### config.mk
export PLATFORM = sky130hd
export DESIGN_NAME = fmsp_uart
export DESIGN_NICKNAME = d
export VERILOG_FILES = /design/src/hdl/fmsp_pkg.sv /design/src/hdl/fmsp_uart.sv /design/src/hdl/fmsp_sync3.sv /design/src/hdl/fmsp_tick_div.sv
export SDC_FILE = /design/constraint.sdc
export NUM_CORES = 1
export LEC_CHECK = 0
export BUFFER_PORTS_ARGS = -buffer_cell sky130_fd_sc_hd__buf_2
export CORE_MARGIN = 10
export CORE_UTILIZATION = 50
export CTS_CLUSTER_DIAMETER = 30
export DETAILED_ROUTE_END_ITERATION = 8
export PLACE_DENSITY = 0.72
export SETUP_SLACK_MARGIN = 0.02
export SYNTH_ARGS = -nofsm -noshare
export SYNTH_HDL_FRONTEND = slang
export SYNTH_SLANG_ARGS = --single-unit
### constraint.sdc
create_clock -name aclk -period 2.59 [get_ports aclk]
set_input_delay 0.259 -clock aclk [delete_from_list [all_inputs] [get_ports aclk]]
set_output_delay 0.259 -clock aclk [all_outputs]
set_load 0.05 [all_outputs]
### src/hdl/fmsp_pkg.sv
// Package with the serial port's register map, field layout, timing counts and state types.
package fmsp_pkg;
   localparam logic [3:0] ADDR_BUFFER = 4'h0;
   localparam logic [3:0] ADDR_CONTROL = 4'h4;
   localparam logic [3:0] ADDR_POWER = 4'h8;
   localparam logic [3:0] ADDR_AUX = 4'hC;
   localparam int CTL_MODE_HI = 7;
   localparam int CTL_MODE_LO = 6;
   localparam int CTL_MPE = 5;
   localparam int CTL_REN = 4;
   localparam int CTL_TB8 = 3;
   localparam int CTL_RB8 = 2;
   localparam int CTL_TI = 1;
   localparam int CTL_RI = 0;
   localparam int PWR_DOUBLER = 7;
   localparam int PWR_FE_SEL = 6;
   localparam int AUX_M0_FAST = 5;
   localparam logic [7:0] CONTROL_RST = 8'h00;
   localparam logic [7:0] BUFFER_RST = 8'h00;
   localparam logic [1:0] MODE0 = 2'h0;
   localparam logic [1:0] MODE1 = 2'h1;
   localparam logic [1:0] MODE2 = 2'h2;
   localparam logic [1:0] MODE3 = 2'h3;
   localparam int M0_DIV_SLOW = 12;
   localparam int M0_DIV_FAST = 2;
   localparam int M2_DIV_SLOW = 64;
   localparam int M2_DIV_FAST = 32;
   localparam int OVERSAMPLE = 16;
   localparam logic [3:0] M0_HALF_SLOW = 4'(M0_DIV_SLOW / 2);
   localparam logic [3:0] M0_HALF_FAST = 4'(M0_DIV_FAST / 2);
   localparam logic [3:0] M2_TICK_SLOW = 4'(M2_DIV_SLOW / OVERSAMPLE);
   localparam logic [3:0] M2_TICK_FAST = 4'(M2_DIV_FAST / OVERSAMPLE);
   localparam logic [3:0] OS_LAST = 4'(OVERSAMPLE - 1);
   localparam logic [3:0] OS_MID = 4'(OVERSAMPLE / 2 - 1);
   localparam logic [3:0] DATA_BITS = 4'h8;
   localparam logic [3:0] FRAME_8BIT = 4'hA;
   localparam logic [3:0] FRAME_9BIT = 4'hB;
   localparam logic [7:0] M0_RX_PRESET = 8'hFE;
   localparam logic [1:0] RESP_OKAY = 2'h0;
   localparam logic [1:0] RESP_SLVERR = 2'h2;

   typedef enum logic [3:0] {
      T_IDLE = 4'b0001,
      T_WAIT = 4'b0010,
      T_ASYNC = 4'b0100,
      T_M0 = 4'b1000
   } fmsp_tx_st_t;

   typedef enum logic [4:0] {
      R_IDLE = 5'b00001,
      R_PRE = 5'b00010,
      R_M0 = 5'b00100,
      R_START = 5'b01000,
      R_BITS = 5'b10000
   } fmsp_rx_st_t;

   typedef struct packed {
      logic [1:0] mode;
      logic mpe;
      logic ren;
      logic tb8;
      logic rb8;
      logic ti;
      logic ri;
      logic fe;
      logic doubler;
      logic fe_sel;
      logic m0_fast;
   } fmsp_ctl_t;

   typedef struct packed {
      logic aw_got;
      logic w_got;
      logic [3:0] waddr;
      logic [7:0] wbyte;
      logic wen;
      logic bvalid;
      logic [1:0] bresp;
      logic rvalid;
      logic [1:0] rresp;
      logic [31:0] rdata;
   } fmsp_axi_t;

   typedef struct packed {
      logic [2:0] sync;
      logic level;
   } fmsp_sync_t;

   typedef struct packed {
      logic [3:0] cnt;
      logic pulse;
   } fmsp_div_t;
endpackage

### src/hdl/fmsp_uart.sv
// Four-mode serial port with an AXI4-Lite register slave.
// Overview of operation
// - Receive register double-buffered; overrun loses one character.
// - Buffer write loads transmit, read returns receive.
// - Mode 0: eight bits, LSB first, clock on txd.
// - Mode 0 transmit: eight rising edges, then done flag.
// - Mode 0 receive: enable, flag clear, preset, activate.
// - Mode 0 receive samples falling edges, eight bits.
// - Mode 1 frame: start, eight data, stop.
// - Modes 1/3 rate from timer overflow, separate directions.
// - Mode 1 starts on bit clock; flag after bit 8.
// - Start on falling edge; mode 1 stores stop.
// - Modes 2/3: eleven bits, ninth bit taken from tb8 at start bit.
// - Mode 2 rate is clock/32 or clock/64.
// - Modes 2/3: start on bit clock; flag after ninth.
// - Modes 2/3: ninth bit stored in the same cycle as the done flag, at the stop bit.
// - Missing stop bit sets framing error flag.
// - Control bit 7 is framing error or mode bit.
// - Framing error flag cleared only by software.
// - Multiprocessor mode accepts only ninth-bit-one frames.
// - Multiprocessor bit ignored in mode 0; mode 1 checks stop.
// - Mode 0 divisor twelve, or two when fast.
`timescale 1ns/1ps
`default_nettype none
module fmsp_uart #(
   parameter int ADDR_W = 4
) (
   input wire logic aclk,
   input wire logic aresetn,
   input wire logic [ADDR_W-1:0] s_axi_awaddr,
   input wire logic s_axi_awvalid,
   output logic s_axi_awready,
   input wire logic [31:0] s_axi_wdata,
   input wire logic [3:0] s_axi_wstrb,
   input wire logic s_axi_wvalid,
   output logic s_axi_wready,
   output logic [1:0] s_axi_bresp,
   output logic s_axi_bvalid,
   input wire logic s_axi_bready,
   input wire logic [ADDR_W-1:0] s_axi_araddr,
   input wire logic s_axi_arvalid,
   output logic s_axi_arready,
   output logic [31:0] s_axi_rdata,
   output logic [1:0] s_axi_rresp,
   output logic s_axi_rvalid,
   input wire logic s_axi_rready,
   input wire logic tx_timer_tick,
   input wire logic rx_timer_tick,
   input wire logic rxd_in,
   output logic rxd_out,
   output logic rxd_oe,
   output logic txd_out
);
   typedef struct packed {
      fmsp_pkg::fmsp_ctl_t ctl;
      fmsp_pkg::fmsp_axi_t axi;
      fmsp_pkg::fmsp_tx_st_t tx_st;
      fmsp_pkg::fmsp_rx_st_t rx_st;
      logic [7:0] tx_hold;
      logic [7:0] rx_buf;
      logic [10:0] tx_shift;
      logic [8:0] rx_shift;
      logic [3:0] tx_cnt;
      logic [3:0] tx_os;
      logic [3:0] rx_cnt;
      logic [3:0] rx_os;
      logic tx_half;
      logic rx_half;
      logic rx_prev;
      logic txd;
      logic dout;
      logic doe;
   } fmsp_state_t;

   fmsp_state_t s_reg;
   fmsp_state_t s_next;
   logic rxd;
   logic m0_half;
   logic m2_tick;
   logic m0_run;
   logic [3:0] m0_period;
   logic [3:0] m2_period;
   logic async_mode;
   logic nine_bit;
   logic tx_os_tick;
   logic rx_os_tick;
   logic [7:0] ctl_byte;
   logic [7:0] rd_byte;
   logic rd_ok;
   logic [3:0] frame_len;
   logic [3:0] rx_data_len;
   logic [7:0] rx_data;
   logic rx_ninth;
   logic rx_accept;

   fmsp_sync3 u_rxd_sync (
      .aclk(aclk),
      .aresetn(aresetn),
      .pin(rxd_in),
      .level(rxd)
   );

   assign m0_run = (s_reg.tx_st == fmsp_pkg::T_M0) || (s_reg.rx_st == fmsp_pkg::R_M0);
   assign m0_period = s_reg.ctl.m0_fast ? fmsp_pkg::M0_HALF_FAST : fmsp_pkg::M0_HALF_SLOW;
   assign m2_period = s_reg.ctl.doubler ? fmsp_pkg::M2_TICK_FAST : fmsp_pkg::M2_TICK_SLOW;

   // Half-period enable of the mode 0 shift clock.
   fmsp_tick_div u_m0_div (
      .aclk(aclk),
      .aresetn(aresetn),
      .en(m0_run),
      .period(m0_period),
      .tick(m0_half)
   );

   // Oversampling enable for mode 2, sixteen per bit.
   fmsp_tick_div u_m2_div (
      .aclk(aclk),
      .aresetn(aresetn),
      .en(s_reg.ctl.mode == fmsp_pkg::MODE2),
      .period(m2_period),
      .tick(m2_tick)
   );

   assign async_mode = s_reg.ctl.mode != fmsp_pkg::MODE0;
   assign nine_bit = s_reg.ctl.mode[1];
   assign frame_len = nine_bit ? fmsp_pkg::FRAME_9BIT : fmsp_pkg::FRAME_8BIT;
   assign rx_data_len = nine_bit ? fmsp_pkg::DATA_BITS + 4'h1 : fmsp_pkg::DATA_BITS;

   // Timer overflows are halved unless the doubler is set, so each direction gets its own rate.
   always_comb begin
      if (s_reg.ctl.mode == fmsp_pkg::MODE2) begin
         tx_os_tick = m2_tick;
         rx_os_tick = m2_tick;
      end else begin
         tx_os_tick = tx_timer_tick && (s_reg.ctl.doubler || s_reg.tx_half);
         rx_os_tick = rx_timer_tick && (s_reg.ctl.doubler || s_reg.rx_half);
      end
   end

   always_comb begin
      ctl_byte = {s_reg.ctl.fe_sel ? s_reg.ctl.fe : s_reg.ctl.mode[1], s_reg.ctl.mode[0],
                  s_reg.ctl.mpe, s_reg.ctl.ren, s_reg.ctl.tb8, s_reg.ctl.rb8, s_reg.ctl.ti, s_reg.ctl.ri};
      rd_ok = 1'b1;
      case (s_axi_araddr[3:0])
         fmsp_pkg::ADDR_BUFFER: rd_byte = s_reg.rx_buf;
         fmsp_pkg::ADDR_CONTROL: rd_byte = ctl_byte;
         fmsp_pkg::ADDR_POWER: rd_byte = {s_reg.ctl.doubler, s_reg.ctl.fe_sel, 6'h00};
         fmsp_pkg::ADDR_AUX: rd_byte = {2'h0, s_reg.ctl.m0_fast, 5'h00};
         default: begin
            rd_byte = 8'h00;
            rd_ok = 1'b0;
         end
      endcase
   end

   assign rx_data = nine_bit ? s_reg.rx_shift[7:0] : s_reg.rx_shift[8:1];
   assign rx_ninth = nine_bit ? s_reg.rx_shift[8] : rxd;
   // An unread character blocks the new one, which is the one that is lost.
   assign rx_accept = !s_reg.ctl.ri && (!s_reg.ctl.mpe || rx_ninth);

   always_comb begin
      s_next = s_reg;
      // Register slave: address and data are taken in either order, the write acts once both are held.
      if (s_axi_awvalid && s_axi_awready) begin
         s_next.axi.aw_got = 1'b1;
         s_next.axi.waddr = s_axi_awaddr[3:0];
      end
      if (s_axi_wvalid && s_axi_wready) begin
         s_next.axi.w_got = 1'b1;
         s_next.axi.wbyte = s_axi_wdata[7:0];
         s_next.axi.wen = s_axi_wstrb[0];
      end
      if (s_reg.axi.bvalid && s_axi_bready) begin
         s_next.axi.bvalid = 1'b0;
      end
      if (s_reg.axi.rvalid && s_axi_rready) begin
         s_next.axi.rvalid = 1'b0;
      end
      if (s_axi_arvalid && s_axi_arready) begin
         s_next.axi.rvalid = 1'b1;
         s_next.axi.rdata = {24'h000000, rd_byte};
         s_next.axi.rresp = rd_ok ? fmsp_pkg::RESP_OKAY : fmsp_pkg::RESP_SLVERR;
      end
      if (s_reg.axi.aw_got && s_reg.axi.w_got && !s_reg.axi.bvalid) begin
         s_next.axi.aw_got = 1'b0;
         s_next.axi.w_got = 1'b0;
         s_next.axi.bvalid = 1'b1;
         s_next.axi.bresp = fmsp_pkg::RESP_OKAY;
         case (s_reg.axi.waddr)
            fmsp_pkg::ADDR_BUFFER: begin
               if (s_reg.axi.wen) begin
                  s_next.tx_hold = s_reg.axi.wbyte;
                  s_next.tx_cnt = 4'h0;
                  if (async_mode) begin
                     s_next.tx_st = fmsp_pkg::T_WAIT;
                  end else begin
                     s_next.tx_st = fmsp_pkg::T_M0;
                     s_next.tx_shift = {3'h7, s_reg.axi.wbyte};
                     s_next.txd = 1'b1;
                     s_next.dout = s_reg.axi.wbyte[0];
                     s_next.doe = 1'b1;
                  end
               end
            end
            fmsp_pkg::ADDR_CONTROL: begin
               if (s_reg.axi.wen) begin
                  if (s_reg.ctl.fe_sel) begin
                     s_next.ctl.fe = s_reg.axi.wbyte[fmsp_pkg::CTL_MODE_HI];
                  end else begin
                     s_next.ctl.mode[1] = s_reg.axi.wbyte[fmsp_pkg::CTL_MODE_HI];
                  end
                  s_next.ctl.mode[0] = s_reg.axi.wbyte[fmsp_pkg::CTL_MODE_LO];
                  s_next.ctl.mpe = s_reg.axi.wbyte[fmsp_pkg::CTL_MPE];
                  s_next.ctl.ren = s_reg.axi.wbyte[fmsp_pkg::CTL_REN];
                  s_next.ctl.tb8 = s_reg.axi.wbyte[fmsp_pkg::CTL_TB8];
                  s_next.ctl.rb8 = s_reg.axi.wbyte[fmsp_pkg::CTL_RB8];
                  s_next.ctl.ti = s_reg.axi.wbyte[fmsp_pkg::CTL_TI];
                  s_next.ctl.ri = s_reg.axi.wbyte[fmsp_pkg::CTL_RI];
               end
            end
            fmsp_pkg::ADDR_POWER: begin
               if (s_reg.axi.wen) begin
                  s_next.ctl.doubler = s_reg.axi.wbyte[fmsp_pkg::PWR_DOUBLER];
                  s_next.ctl.fe_sel = s_reg.axi.wbyte[fmsp_pkg::PWR_FE_SEL];
               end
            end
            fmsp_pkg::ADDR_AUX: begin
               if (s_reg.axi.wen) begin
                  s_next.ctl.m0_fast = s_reg.axi.wbyte[fmsp_pkg::AUX_M0_FAST];
               end
            end
            default: begin
               s_next.axi.bresp = fmsp_pkg::RESP_SLVERR;
            end
         endcase
      end

      // Hardware flag sets come after the software write so that a set in the same cycle wins.
      if (tx_timer_tick) begin
         s_next.tx_half = !s_reg.tx_half;
      end
      if (rx_timer_tick) begin
         s_next.rx_half = !s_reg.rx_half;
      end
      if (tx_os_tick) begin
         s_next.tx_os = s_reg.tx_os + 4'h1;
      end
      if (rx_os_tick) begin
         s_next.rx_prev = rxd;
      end

      case (s_reg.tx_st)
         fmsp_pkg::T_IDLE: begin
         end
         fmsp_pkg::T_WAIT: begin
            if (tx_os_tick && s_reg.tx_os == fmsp_pkg::OS_LAST) begin
               s_next.tx_st = fmsp_pkg::T_ASYNC;
               s_next.tx_shift = {1'b1, nine_bit ? s_reg.ctl.tb8 : 1'b1, s_reg.tx_hold, 1'b0};
               s_next.txd = 1'b0;
            end
         end
         fmsp_pkg::T_ASYNC: begin
            if (tx_os_tick && s_reg.tx_os == fmsp_pkg::OS_LAST) begin
               s_next.tx_shift = {1'b1, s_reg.tx_shift[10:1]};
               s_next.tx_cnt = s_reg.tx_cnt + 4'h1;
               s_next.txd = s_reg.tx_shift[1];
               if (s_reg.tx_cnt + 4'h1 == frame_len - 4'h1) begin
                  s_next.ctl.ti = 1'b1;
               end
               if (s_reg.tx_cnt + 4'h1 == frame_len) begin
                  s_next.tx_st = fmsp_pkg::T_IDLE;
                  s_next.txd = 1'b1;
               end
            end
         end
         fmsp_pkg::T_M0: begin
            if (m0_half) begin
               s_next.txd = !s_reg.txd;
               if (!s_reg.txd) begin
                  s_next.tx_shift = {1'b1, s_reg.tx_shift[10:1]};
                  s_next.dout = s_reg.tx_shift[1];
                  s_next.tx_cnt = s_reg.tx_cnt + 4'h1;
                  if (s_reg.tx_cnt + 4'h1 == fmsp_pkg::DATA_BITS) begin
                     s_next.ctl.ti = 1'b1;
                     s_next.tx_st = fmsp_pkg::T_IDLE;
                     s_next.doe = 1'b0;
                  end
               end
            end
         end
         default: s_next.tx_st = fmsp_pkg::T_IDLE;
      endcase

      case (s_reg.rx_st)
         fmsp_pkg::R_IDLE: begin
            if (!async_mode && s_reg.ctl.ren && !s_reg.ctl.ri && s_reg.tx_st == fmsp_pkg::T_IDLE) begin
               s_next.rx_st = fmsp_pkg::R_PRE;
            end else if (async_mode && s_reg.ctl.ren && rx_os_tick && s_reg.rx_prev && !rxd) begin
               s_next.rx_st = fmsp_pkg::R_START;
               s_next.rx_os = 4'h0;
            end
         end
         fmsp_pkg::R_PRE: begin
            s_next.rx_shift = {1'b1, fmsp_pkg::M0_RX_PRESET};
            s_next.rx_cnt = 4'h0;
            s_next.txd = 1'b1;
            s_next.rx_st = fmsp_pkg::R_M0;
         end
         fmsp_pkg::R_M0: begin
            if (m0_half) begin
               s_next.txd = !s_reg.txd;
               if (s_reg.txd) begin
                  s_next.rx_shift = {1'b1, rxd, s_reg.rx_shift[7:1]};
                  s_next.rx_cnt = s_reg.rx_cnt + 4'h1;
               end else if (s_reg.rx_cnt == fmsp_pkg::DATA_BITS) begin
                  s_next.rx_buf = s_reg.rx_shift[7:0];
                  s_next.ctl.ri = 1'b1;
                  s_next.rx_st = fmsp_pkg::R_IDLE;
               end
            end
         end
         fmsp_pkg::R_START: begin
            if (rx_os_tick) begin
               s_next.rx_os = s_reg.rx_os + 4'h1;
               if (s_reg.rx_os == fmsp_pkg::OS_MID) begin
                  s_next.rx_os = 4'h0;
                  s_next.rx_cnt = 4'h0;
                  // A glitch shorter than half a bit must not start a character.
                  s_next.rx_st = rxd ? fmsp_pkg::R_IDLE : fmsp_pkg::R_BITS;
               end
            end
         end
         fmsp_pkg::R_BITS: begin
            if (rx_os_tick) begin
               s_next.rx_os = s_reg.rx_os + 4'h1;
               if (s_reg.rx_os == fmsp_pkg::OS_LAST) begin
                  s_next.rx_cnt = s_reg.rx_cnt + 4'h1;
                  if (s_reg.rx_cnt != rx_data_len) begin
                     s_next.rx_shift = {rxd, s_reg.rx_shift[8:1]};
                  end else begin
                     s_next.rx_st = fmsp_pkg::R_IDLE;
                     if (!rxd) begin
                        s_next.ctl.fe = 1'b1;
                     end
                     if (rx_accept) begin
                        s_next.rx_buf = rx_data;
                        s_next.ctl.rb8 = rx_ninth;
                        s_next.ctl.ri = 1'b1;
                     end
                  end
               end
            end
         end
         default: s_next.rx_st = fmsp_pkg::R_IDLE;
      endcase
   end

   always_ff @(posedge aclk) begin
      if (!aresetn) begin
         s_reg <= '0;
         s_reg.ctl <= fmsp_pkg::fmsp_ctl_t'(12'h000);
         s_reg.tx_st <= fmsp_pkg::T_IDLE;
         s_reg.rx_st <= fmsp_pkg::R_IDLE;
         s_reg.tx_hold <= fmsp_pkg::BUFFER_RST;
         s_reg.rx_buf <= fmsp_pkg::BUFFER_RST;
         s_reg.txd <= 1'b1;
         s_reg.rx_prev <= 1'b1;
      end else begin
         s_reg <= s_next;
      end
   end

   assign s_axi_awready = !s_reg.axi.aw_got && !s_reg.axi.bvalid;
   assign s_axi_wready = !s_reg.axi.w_got && !s_reg.axi.bvalid;
   assign s_axi_bvalid = s_reg.axi.bvalid;
   assign s_axi_bresp = s_reg.axi.bresp;
   assign s_axi_arready = !s_reg.axi.rvalid;
   assign s_axi_rvalid = s_reg.axi.rvalid;
   assign s_axi_rdata = s_reg.axi.rdata;
   assign s_axi_rresp = s_reg.axi.rresp;
   assign txd_out = s_reg.txd;
   assign rxd_out = s_reg.dout;
   assign rxd_oe = s_reg.doe;
endmodule
`default_nettype wire

### src/hdl/fmsp_sync3.sv
// Three-stage pin synchroniser that accepts a change once the last two stages agree.
`timescale 1ns/1ps
`default_nettype none
module fmsp_sync3 (
   input wire logic aclk,
   input wire logic aresetn,
   input wire logic pin,
   output logic level
);
   fmsp_pkg::fmsp_sync_t s_reg;
   fmsp_pkg::fmsp_sync_t s_next;
   always_comb begin
      s_next = s_reg;
      s_next.sync = {s_reg.sync[1:0], pin};
      // The first stage feeds only the second, so no logic sees a metastable value.
      if (s_reg.sync[1] == s_reg.sync[2]) begin
         s_next.level = s_reg.sync[2];
      end
   end
   always_ff @(posedge aclk) begin
      if (!aresetn) begin
         s_reg <= '{sync: 3'h7, level: 1'b1};
      end else begin
         s_reg <= s_next;
      end
   end

   assign level = s_reg.level;
endmodule
`default_nettype wire

### src/hdl/fmsp_tick_div.sv
// Clock-enable divider that pulses once every period cycles while enabled.
`timescale 1ns/1ps
`default_nettype none
module fmsp_tick_div (
   input wire logic aclk,
   input wire logic aresetn,
   input wire logic en,
   input wire logic [3:0] period,
   output logic tick
);
   fmsp_pkg::fmsp_div_t s_reg;
   fmsp_pkg::fmsp_div_t s_next;
   always_comb begin
      s_next = s_reg;
      s_next.pulse = 1'b0;
      if (!en) begin
         s_next.cnt = 4'h0;
      end else if (s_reg.cnt >= period - 4'h1) begin
         s_next.cnt = 4'h0;
         s_next.pulse = 1'b1;
      end else begin
         s_next.cnt = s_reg.cnt + 4'h1;
      end
   end
   always_ff @(posedge aclk) begin
      if (!aresetn) begin
         s_reg <= '{cnt: 4'h0, pulse: 1'b0};
      end else begin
         s_reg <= s_next;
      end
   end

   assign tick = s_reg.pulse;
endmodule
`default_nettype wire

# After elaboration in Yosys (flattened, before gate mapping)

Index checks and enable logic that the tools add are counted.

Bitwise operators: 4
$mul: 0
Shifts and indexed selects: 0
Reduce and logical (&&, ||, !) cells: 61
$lt $le $gt $ge: 2
Add/sub/neg operators: 9
Mux-type cells: 128
Eq/ne operators: 39
Div/mod/pow operators: 0

Operator list:

| kind                | number |
|---|---|
| $mux 4              | 23 |
| $mux 11             | 8 |
| $mux 8              | 11 |
| $mux 5              | 11 |
| $mux 9              | 6 |
| $mux 1              | 38 |
| $eq 4x4->1 const B  | 9 |
| $mux 35             | 1 |
| $pmux 11 s3         | 1 |
| $pmux 4 s4          | 2 |
| $pmux 8 s4          | 1 |
| $pmux 9 s3          | 1 |
| $pmux 5 s5          | 1 |
| $add 4x1->4 const B | 6 |
| $mux 3              | 8 |
| $ne 2x2->1 const B  | 11 |
| $logic_and 1x1->1   | 20 |
| $mux 2              | 9 |
| $eq 4x3->1 const B  | 4 |
| $pmux 8 s2          | 1 |
| $pmux 4 s3          | 1 |
| $reduce_and 3->1    | 4 |
| $logic_not 1->1     | 11 |
| $reduce_and 9->1    | 1 |
| 34 further kinds    | 54 |

Logic and storage cells: 287
Memory bits (read-only): 0
Output and inout port bits: 44
Latch bits: 0
Memories kept: 0
Bits in writable memories: 0
Input port bits: 54
Register bits: 122

# Longest topological paths before layout

Gate-level depths: netlist of run 1.

Depth in word-level cells: 11
Gate-level depth with buffers: 8
Depth with buffers taken out: 7

# By module

Synthesis of run 1 repeated with hierarchy kept, for this count alone.

Cell total of the unflattened synthesis: 727
Area, all modules: 6000.8 um2

By module, submodules not included:

| module        | cells an instance | seq. area each (um2) | area each (um2) | instances |
|---|---|---|---|---|
| fmsp_uart     | 655               | 2102.0               | 5290.1          | 1 |
| fmsp_tick_div | 31                | 100.1                | 299.0           | 2 |
| fmsp_sync3    | 10                | 80.1                 | 112.6           | 1 |

# Worst setup path before layout of run 1

Ideal clock, no wire load.

Kind: reg2reg
From: register s_reg (netlist bit txd_out)
To: register s_reg[13] (netlist name)
Clock period less this slack: 2.163 ns
Setup time: 0.070 ns
Path slack: 0.427 ns
Data required time: 2.520 ns
Stages on the path, launching flop included: 7
Path buffers: 0
Data arrival time: 2.092 ns
Cells stage by stage: dfxtp_1 > inv_1 > a31o_1 > a221o_1 > a311o_1 > or4_1 > a21oi_1

Cells in the longest elaborated chain, start to end: 2

Ends and longest elaborated chain:

| item                              | line             | source |
|---|---|---|
| start: declaration                | fmsp_uart.sv:75  | `fmsp_state_t s_reg;` |
| start signal: assignment          | fmsp_uart.sv:370 | `s_reg <= s_next;` |
| $ne 2x2->1 (no source line)       | --               |  |
| $reduce_and 7->1 (no source line) | --               |  |

Every way passes these cells.
A chain may end at the register's enable or synchronous reset.

# Final worst setup path of run 1

From: register s_reg (netlist bit ctl_byte[6])
To: register s_reg[49] (netlist name)

Cells in the longest elaborated chain, start to end: 4

Ends and longest elaborated chain:

| item                              | line             | source |
|---|---|---|
| $eq 2x2->1                        | fmsp_uart.sv:132 | `if (s_reg.ctl.mode == fmsp_pkg::MODE2) begin` |
| $mux 1                            | fmsp_uart.sv:132 |  |
| $ne 2x2->1 (no source line)       | --               |  |
| $reduce_and 8->1 (no source line) | --               |  |

Every way passes these cells.

==> metrics.cfg, run 1 <==
[status]
status=completed

[sta]
final.min_clock_period_ns=2.34
hold_violations=0
setup_tns_ns=0
fmax_mhz=428
hold_ws_ns=0.0257
rsz0062_at_grt=no
setup-violations-final=0
clock_skew_ns=0.0102
min_period_over_period_pct=90.3
relSlewSlack_pct=54.8
drv_slew=0
tightest_slew_ns=0.678

[logic_synthesis]
ys_warn_count=0
ys_ff_latch=119
synth.avg_cell_area_sq_um=8.48
synth_edf_count=0
synth_area_sq_um=5910
yosysUniqueCellTypes=68
synth_ff_type=dfxtp_1
synth.yosys.seq_area_share_pct=40.3
async_flop_share_pct=0
synthCells=697

[global_routing]
antenna_found_initial=0
grt_max_degree=76
grt_pass1_vias=4902
grt-ovfl-total=0
track_usage_pct=18.0
grt_pass1_wl_mm=24.2

[setup_path]
reg2reg_depth=8
r2r-start=ctl_byte[6]
cp.required_ns=2.92
rr_endpoint=s_reg[49]
end_kind=register
cp-start-kind=register
r2r_slack_ns=0.25
criticalPathCategory=reg -> reg
worstPathMaxFanout=17
crit_arrival_ns=2.66

[placement]
post-dp-hpwl_mm=10.4
gp_congestion=0.862
portBuffers=44

[clocking]
hold_buffers=0
cts_tree=yes
clk_pin_slew_ns=0.06
cts_buffers=17
insertion_delay_ns=0.42
root_buffer=clkbuf_16
htreeDepth=4
cts_sinks=119
cts_buffer_depth=2
post-cts-setup-buffers=0
cts_resized=0

[cells_and_area]
area_delta_synth_final_pct=14.7
largest_register_ffs=82
final_cell_mix=119 x dfxtp_1, 90 x nor2_1, 82 x nand2_1
layout-drive-gt1-share_pct=16.1
fin_nets=804
final_common_cell=dfxtp_1
antennaDiodeCount=0

[drt]
routedWlPerCell_microns=16.3
vias_per_cell=5.67
drtPass1Iterations=5
wirelength_mm=14.6
via_count=5076
first_iter_violations=468
ant_nets=0
drc_errors=0

[pwr]
power_uw=4630
powerDensity_nw_per_um2=682
leakage_uw=0.00273
vdd_drop_max_mv=0.575

[floorplanning]
start_util_pct=51.3
core_sq_um=11500
die_h_microns=129
die-area_sq_um=16600
fp.dieW_microns=129
ios=98
rows=39

[worst_hold_path]
whs_endpoint=u_rxd_sync.s_next[2]
hold_start=rxd_in
hold_path_class=in -> reg
hold_depth=2

[job]
cap_violations=0

## worst max-delay path by stage
stage                     start         to  slack, ns
finish              ctl_byte[6]  s_reg[49]       0.25
global placement      s_reg[60]  s_reg[13]       0.38
CTS                 ctl_byte[6]  s_reg[47]       0.27
global route        ctl_byte[6]  s_reg[13]       0.08
floorplan               txd_out  s_reg[13]       0.43
detailed placement  ctl_byte[6]  s_reg[47]       0.29
## cell families after synthesis
family | Yosys count | synth area share [%]
flip-flops | 119 | 40.3
adder cells (fa/ha/maj) | 11 | 2.33
buffers and inverters | 85 | 8.21
AO/OA/AOI/OAI | 148 | 17.3
XOR/XNOR | 14 | 2.07
other | 1 | 0.0634
multiplexers | 44 | 7.64
AND/OR/NAND/NOR | 275 | 22.1
## area by class of cell
class	count	area [sq um]
Tap cell	143	179
Timing Repair Buffer	67	405
Clock inverter	11	146
Clock buffer	21	470
Fill cell	1034	4730
Multi-Input combinational cell	519	3140
Inverter	15	56.3
Sequential cell	119	2380
## cell usage after synthesis, drive strengths merged (5+ instances only)
library cell	instances	area (sq um)
a211oi	23	178
a21oi	45	225
a22oi	9	67.6
a31oi	5	31.3
and2	5	33.8
and3	6	37.5
buf	49	350
clkbuf	21	78.8
dfxtp	119	2380
ha	11	138
inv	15	56.3
mux2	9	101
mux2i	35	350
nand2	82	308
nand2b	7	43.8
nand3	14	70.1
nand3b	7	52.6
nand4b	5	43.8
nor2	91	344
nor2b	12	75.1
nor3	22	115
o2111ai	6	52.6
o211ai	8	60.1
o21ai	25	129
or3	5	31.3
xnor2	7	61.3
xor2	7	61.3
## critical path: stages (launching register included)
cell and delay (ns):
dfxtp_1 0.48, nor2b_1 0.15, o21ai_2 0.40, buf_4 0.21, nand4b_1 0.18, a221oi_4 0.26
buf_4 0.25, nor2_1 0.07, a211oi_1 0.23
## report_power, final
part | switching [uW] | total [uW] | internal (uW)
registers | 29.6 | 1890 | 1860
logic | 225 | 294 | 69.0
clock network | 851 | 2440 | 1590
## through the flow
step | cells | util, % | setup slack [ns] | cell area (sq um)
finish | 895 | 58.9 | 0.252 | 6780
global route | 895 | 58.9 | 0.0782 | 6780
CTS | 895 | 58.9 | 0.271 | 6780
detailed placement | 863 | 53.5 | 0.289 | 6160
global placement | 863 | 53.5 | 0.375 | 6160
floorplan | 723 | - | 0.427 | 6010
## layer usage
layer / global-route usage (%) / wire length, microns
met1: 21.5 / 6400
met2: 29.7 / 7000
met3: 5.87 / 1010
met4: 6.69 / 176
met5: 0 / 0
No activity file was read; power rests on OpenSTA's default activity.
==> inputs of run 2 (changes only) <==
- SYNTH_HIERARCHICAL: default -> 1
==> metrics.cfg, run 2 <==
[status]
status=completed

[sta]
clock_skew_ns=0.0127  ; +0.00251 ns
final.min_clock_period_ns=2.30  ; -0.0407 ns
fmax_mhz=435  ; +1.8%
rsz0062_at_grt=no
setup-violations-final=0  ; unchanged
tightest_slew_ns=0.872  ; +0.194 ns
drv_slew=0  ; unchanged
relSlewSlack_pct=41.8  ; -13 points
min_period_over_period_pct=88.7  ; -1.6 points
setup_tns_ns=0  ; unchanged
hold_violations=0  ; unchanged

[drt]
routedWlPerCell_microns=15.9  ; -2.4%
first_iter_violations=385  ; -18%
highest_layer=met4
via_count=5221  ; +2.9%
met3_length_mm=1.07  ; +6.4%
ant_nets=0  ; unchanged
vias_per_cell=5.69  ; +0.39%
drtPass1Iterations=5  ; unchanged
m1WireLength_mm=6.30  ; -1.5%
drc_errors=0  ; unchanged
wirelength_mm=14.6  ; about the same
dr_wl_met2_mm=6.98  ; -0.16%

[setup_path]
end_kind=register
slowest_delay_ns=0.58  ; +0.10 ns
critPathSlowestCell=dfxtp_1
cp.required_ns=2.93  ; about the same
critPathTopFamily=simple AND/OR/NAND/NOR gates
crit_arrival_ns=2.63  ; -0.03 ns
cp-start-kind=register
criticalPathCategory=reg -> reg
path_cells=buf_4 > nor2_1 > nor3_1 > and2_1 > o21ai_2 > or4_1 > a21oi_1
path_buf_inv=1  ; -1
worstPathMaxFanout=13  ; -4

[placement]
portBuffers=44  ; unchanged
post-dp-hpwl_mm=10.3  ; -1.2%
gp_congestion=0.844  ; -2.1%

[floorplanning]
die_h_microns=130  ; +0.63%
die-area_sq_um=16800  ; +1.3%
ios=98  ; unchanged
core_sq_um=11600  ; +0.42%
start_util_pct=51.9  ; +0.55 points
rows=39  ; unchanged
fp.dieW_microns=130  ; +0.63%

[logic_synthesis]
synthCells=727  ; +4.3%
synth_top_area_cell=dfxtp_1
synth_edf_count=0  ; unchanged
yosysMostFrequentCell=dfxtp_1
synth.avg_cell_area_sq_um=8.25  ; -2.7%
synth_area_sq_um=6000  ; +1.5%
ys_ff_latch=119  ; unchanged
yosysUniqueCellTypes=61  ; -10%
synth.yosys.seq_area_share_pct=39.7  ; -0.60 points
ys_warn_count=6  ; +6
synth_ff_type=dfxtp_1
async_flop_share_pct=0  ; unchanged
synth_area_leaders=dfxtp_1 40%, nor2_1 5.8%, a21oi_1 4.7%
synth_common_cells=119 x dfxtp_1, 93 x nor2_1, 73 x nand2_1
yosysTopAreaCellShare_pct=39.7  ; -0.60 points

[clocking]
root_buffer=clkbuf_16
cts_resized=0  ; unchanged
post-cts-setup-buffers=0  ; unchanged
insertion_delay_ns=0.42  ; about the same
htreeDepth=4  ; unchanged
cts_sinks=119  ; unchanged
clk_pin_slew_ns=0.05  ; about the same
cts_buffer_depth=2  ; unchanged
cts_buffers=17  ; unchanged
hold_buffers=0  ; unchanged
cts_tree=yes

[cells_and_area]
final_cell_mix=119 x dfxtp_1, 93 x nor2_1, 73 x nand2_1
fin_nets=832  ; +3.5%
largest_register_ffs=82  ; unchanged
final_common_cell=dfxtp_1
antennaDiodeCount=0  ; unchanged
layout-drive-gt1-share_pct=14.1  ; -2.0 points
utilization_pct=58.9  ; about the same
area_delta_synth_final_pct=13.5

[pwr]
combPwrFrac_pct=8.0  ; +1.6 points
powerDensity_nw_per_um2=697  ; +2.1%
p_seq_share_pct=40.5  ; -0.4 points
vdd_drop_max_mv=0.394  ; -32%
p_int_uw=3640  ; +3.3%
p_sw_uw=1110  ; +0.26%
switching_share_pct=23.4  ; -0.54 points
clkPwrFrac_pct=51.5  ; -1.2 points
leakage_uw=0.00272  ; -0.11%

[global_routing]
grt_pass1_wl_mm=23.9  ; -1.4%
grt_pass1_vias=5083  ; +3.7%
antenna_found_initial=0  ; unchanged
track_usage_pct=17.5  ; -0.58 points
grt_max_degree=49  ; -36%
grt-ovfl-total=0  ; unchanged

[worst_hold_path]
hold_path_class=in -> reg

[job]
cap_violations=0  ; unchanged

-- run 2: layout make-up --
class	count	area, sq um
flip-flops and latches	119	2380
clock inverters	9	148
clock buffers	23	468
repair buffers	56	310
fillers	1043	4750
inverters	17	63.8
well taps	143	179
multi-input cells	550	3260
-- run 2: per-layer routing --
metal / vias to the layer above / track usage, %
met1: 2458 / 20.6
met4: 0 / 6.61
met3: 23 / 4.89
met2: 170 / 29.6
li1: 2570 / -
met5: - / 0
-- run 2: worst reg2reg max path, cell delays in order (launching register included) --
cell and delay, ns:
dfxtp_1 0.58, buf_4 0.28, nor2_1 0.09, nor3_1 0.30
and2_1 0.20, o21ai_2 0.09, or4_1 0.54, a21oi_1 0.15
-- run 2: power groups by stage --
stage	clock (uW)	sequential, uW	combinational, uW
3_5_place_dp	0	1960	377
3_3_place_gp	0	1950	368
6_report	2450	1920	380
4_1_cts	2480	1920	379
2_1_floorplan	0	1950	334
5_1_grt	2560	1920	417
-- run 2: logic make-up after synthesis --
logic type / after synthesis / synth area share (%)
other cells: 1 / 0.0625
compound gates: 162 / 17.3
xor+xnor: 18 / 2.63
simple gates: 293 / 23.9
mux: 30 / 5.07
fa+ha+maj: 17 / 3.54
buf+inv: 87 / 7.84
flops: 119 / 39.7
-- run 2: final timing paths --
kind | from | end | slack (ns) | cells past startpoint
worst max-delay path | nine_bit | s_reg[9] | 0.29 | 7
worst min-delay path | s_axi_rready | s_axi_rvalid | 0.02 | 2
worst max register to register | nine_bit | s_reg[9] | 0.29 | 7
worst min register to register | u_rxd_sync/s_next[2] | u_rxd_sync/s_next[3] | 0.40 | 1
-- run 2: stage by stage --
stage | std cells | instance area, sq um | total power [uW] | hold WS, ns | setup slack (ns)
2_1_floorplan | 756 | 6110 | 2280 | 0.332 | 0.441
3_3_place_gp | 885 | 6190 | 2320 | 0.393 | 0.357
3_5_place_dp | 885 | 6190 | 2330 | 0.392 | 0.290
4_1_cts | 917 | 6810 | 4770 | 0.0114 | 0.273
5_1_grt | 917 | 6810 | 4900 | 0.0250 | 0.0978
6_report | 917 | 6810 | 4750 | 0.0232 | 0.293
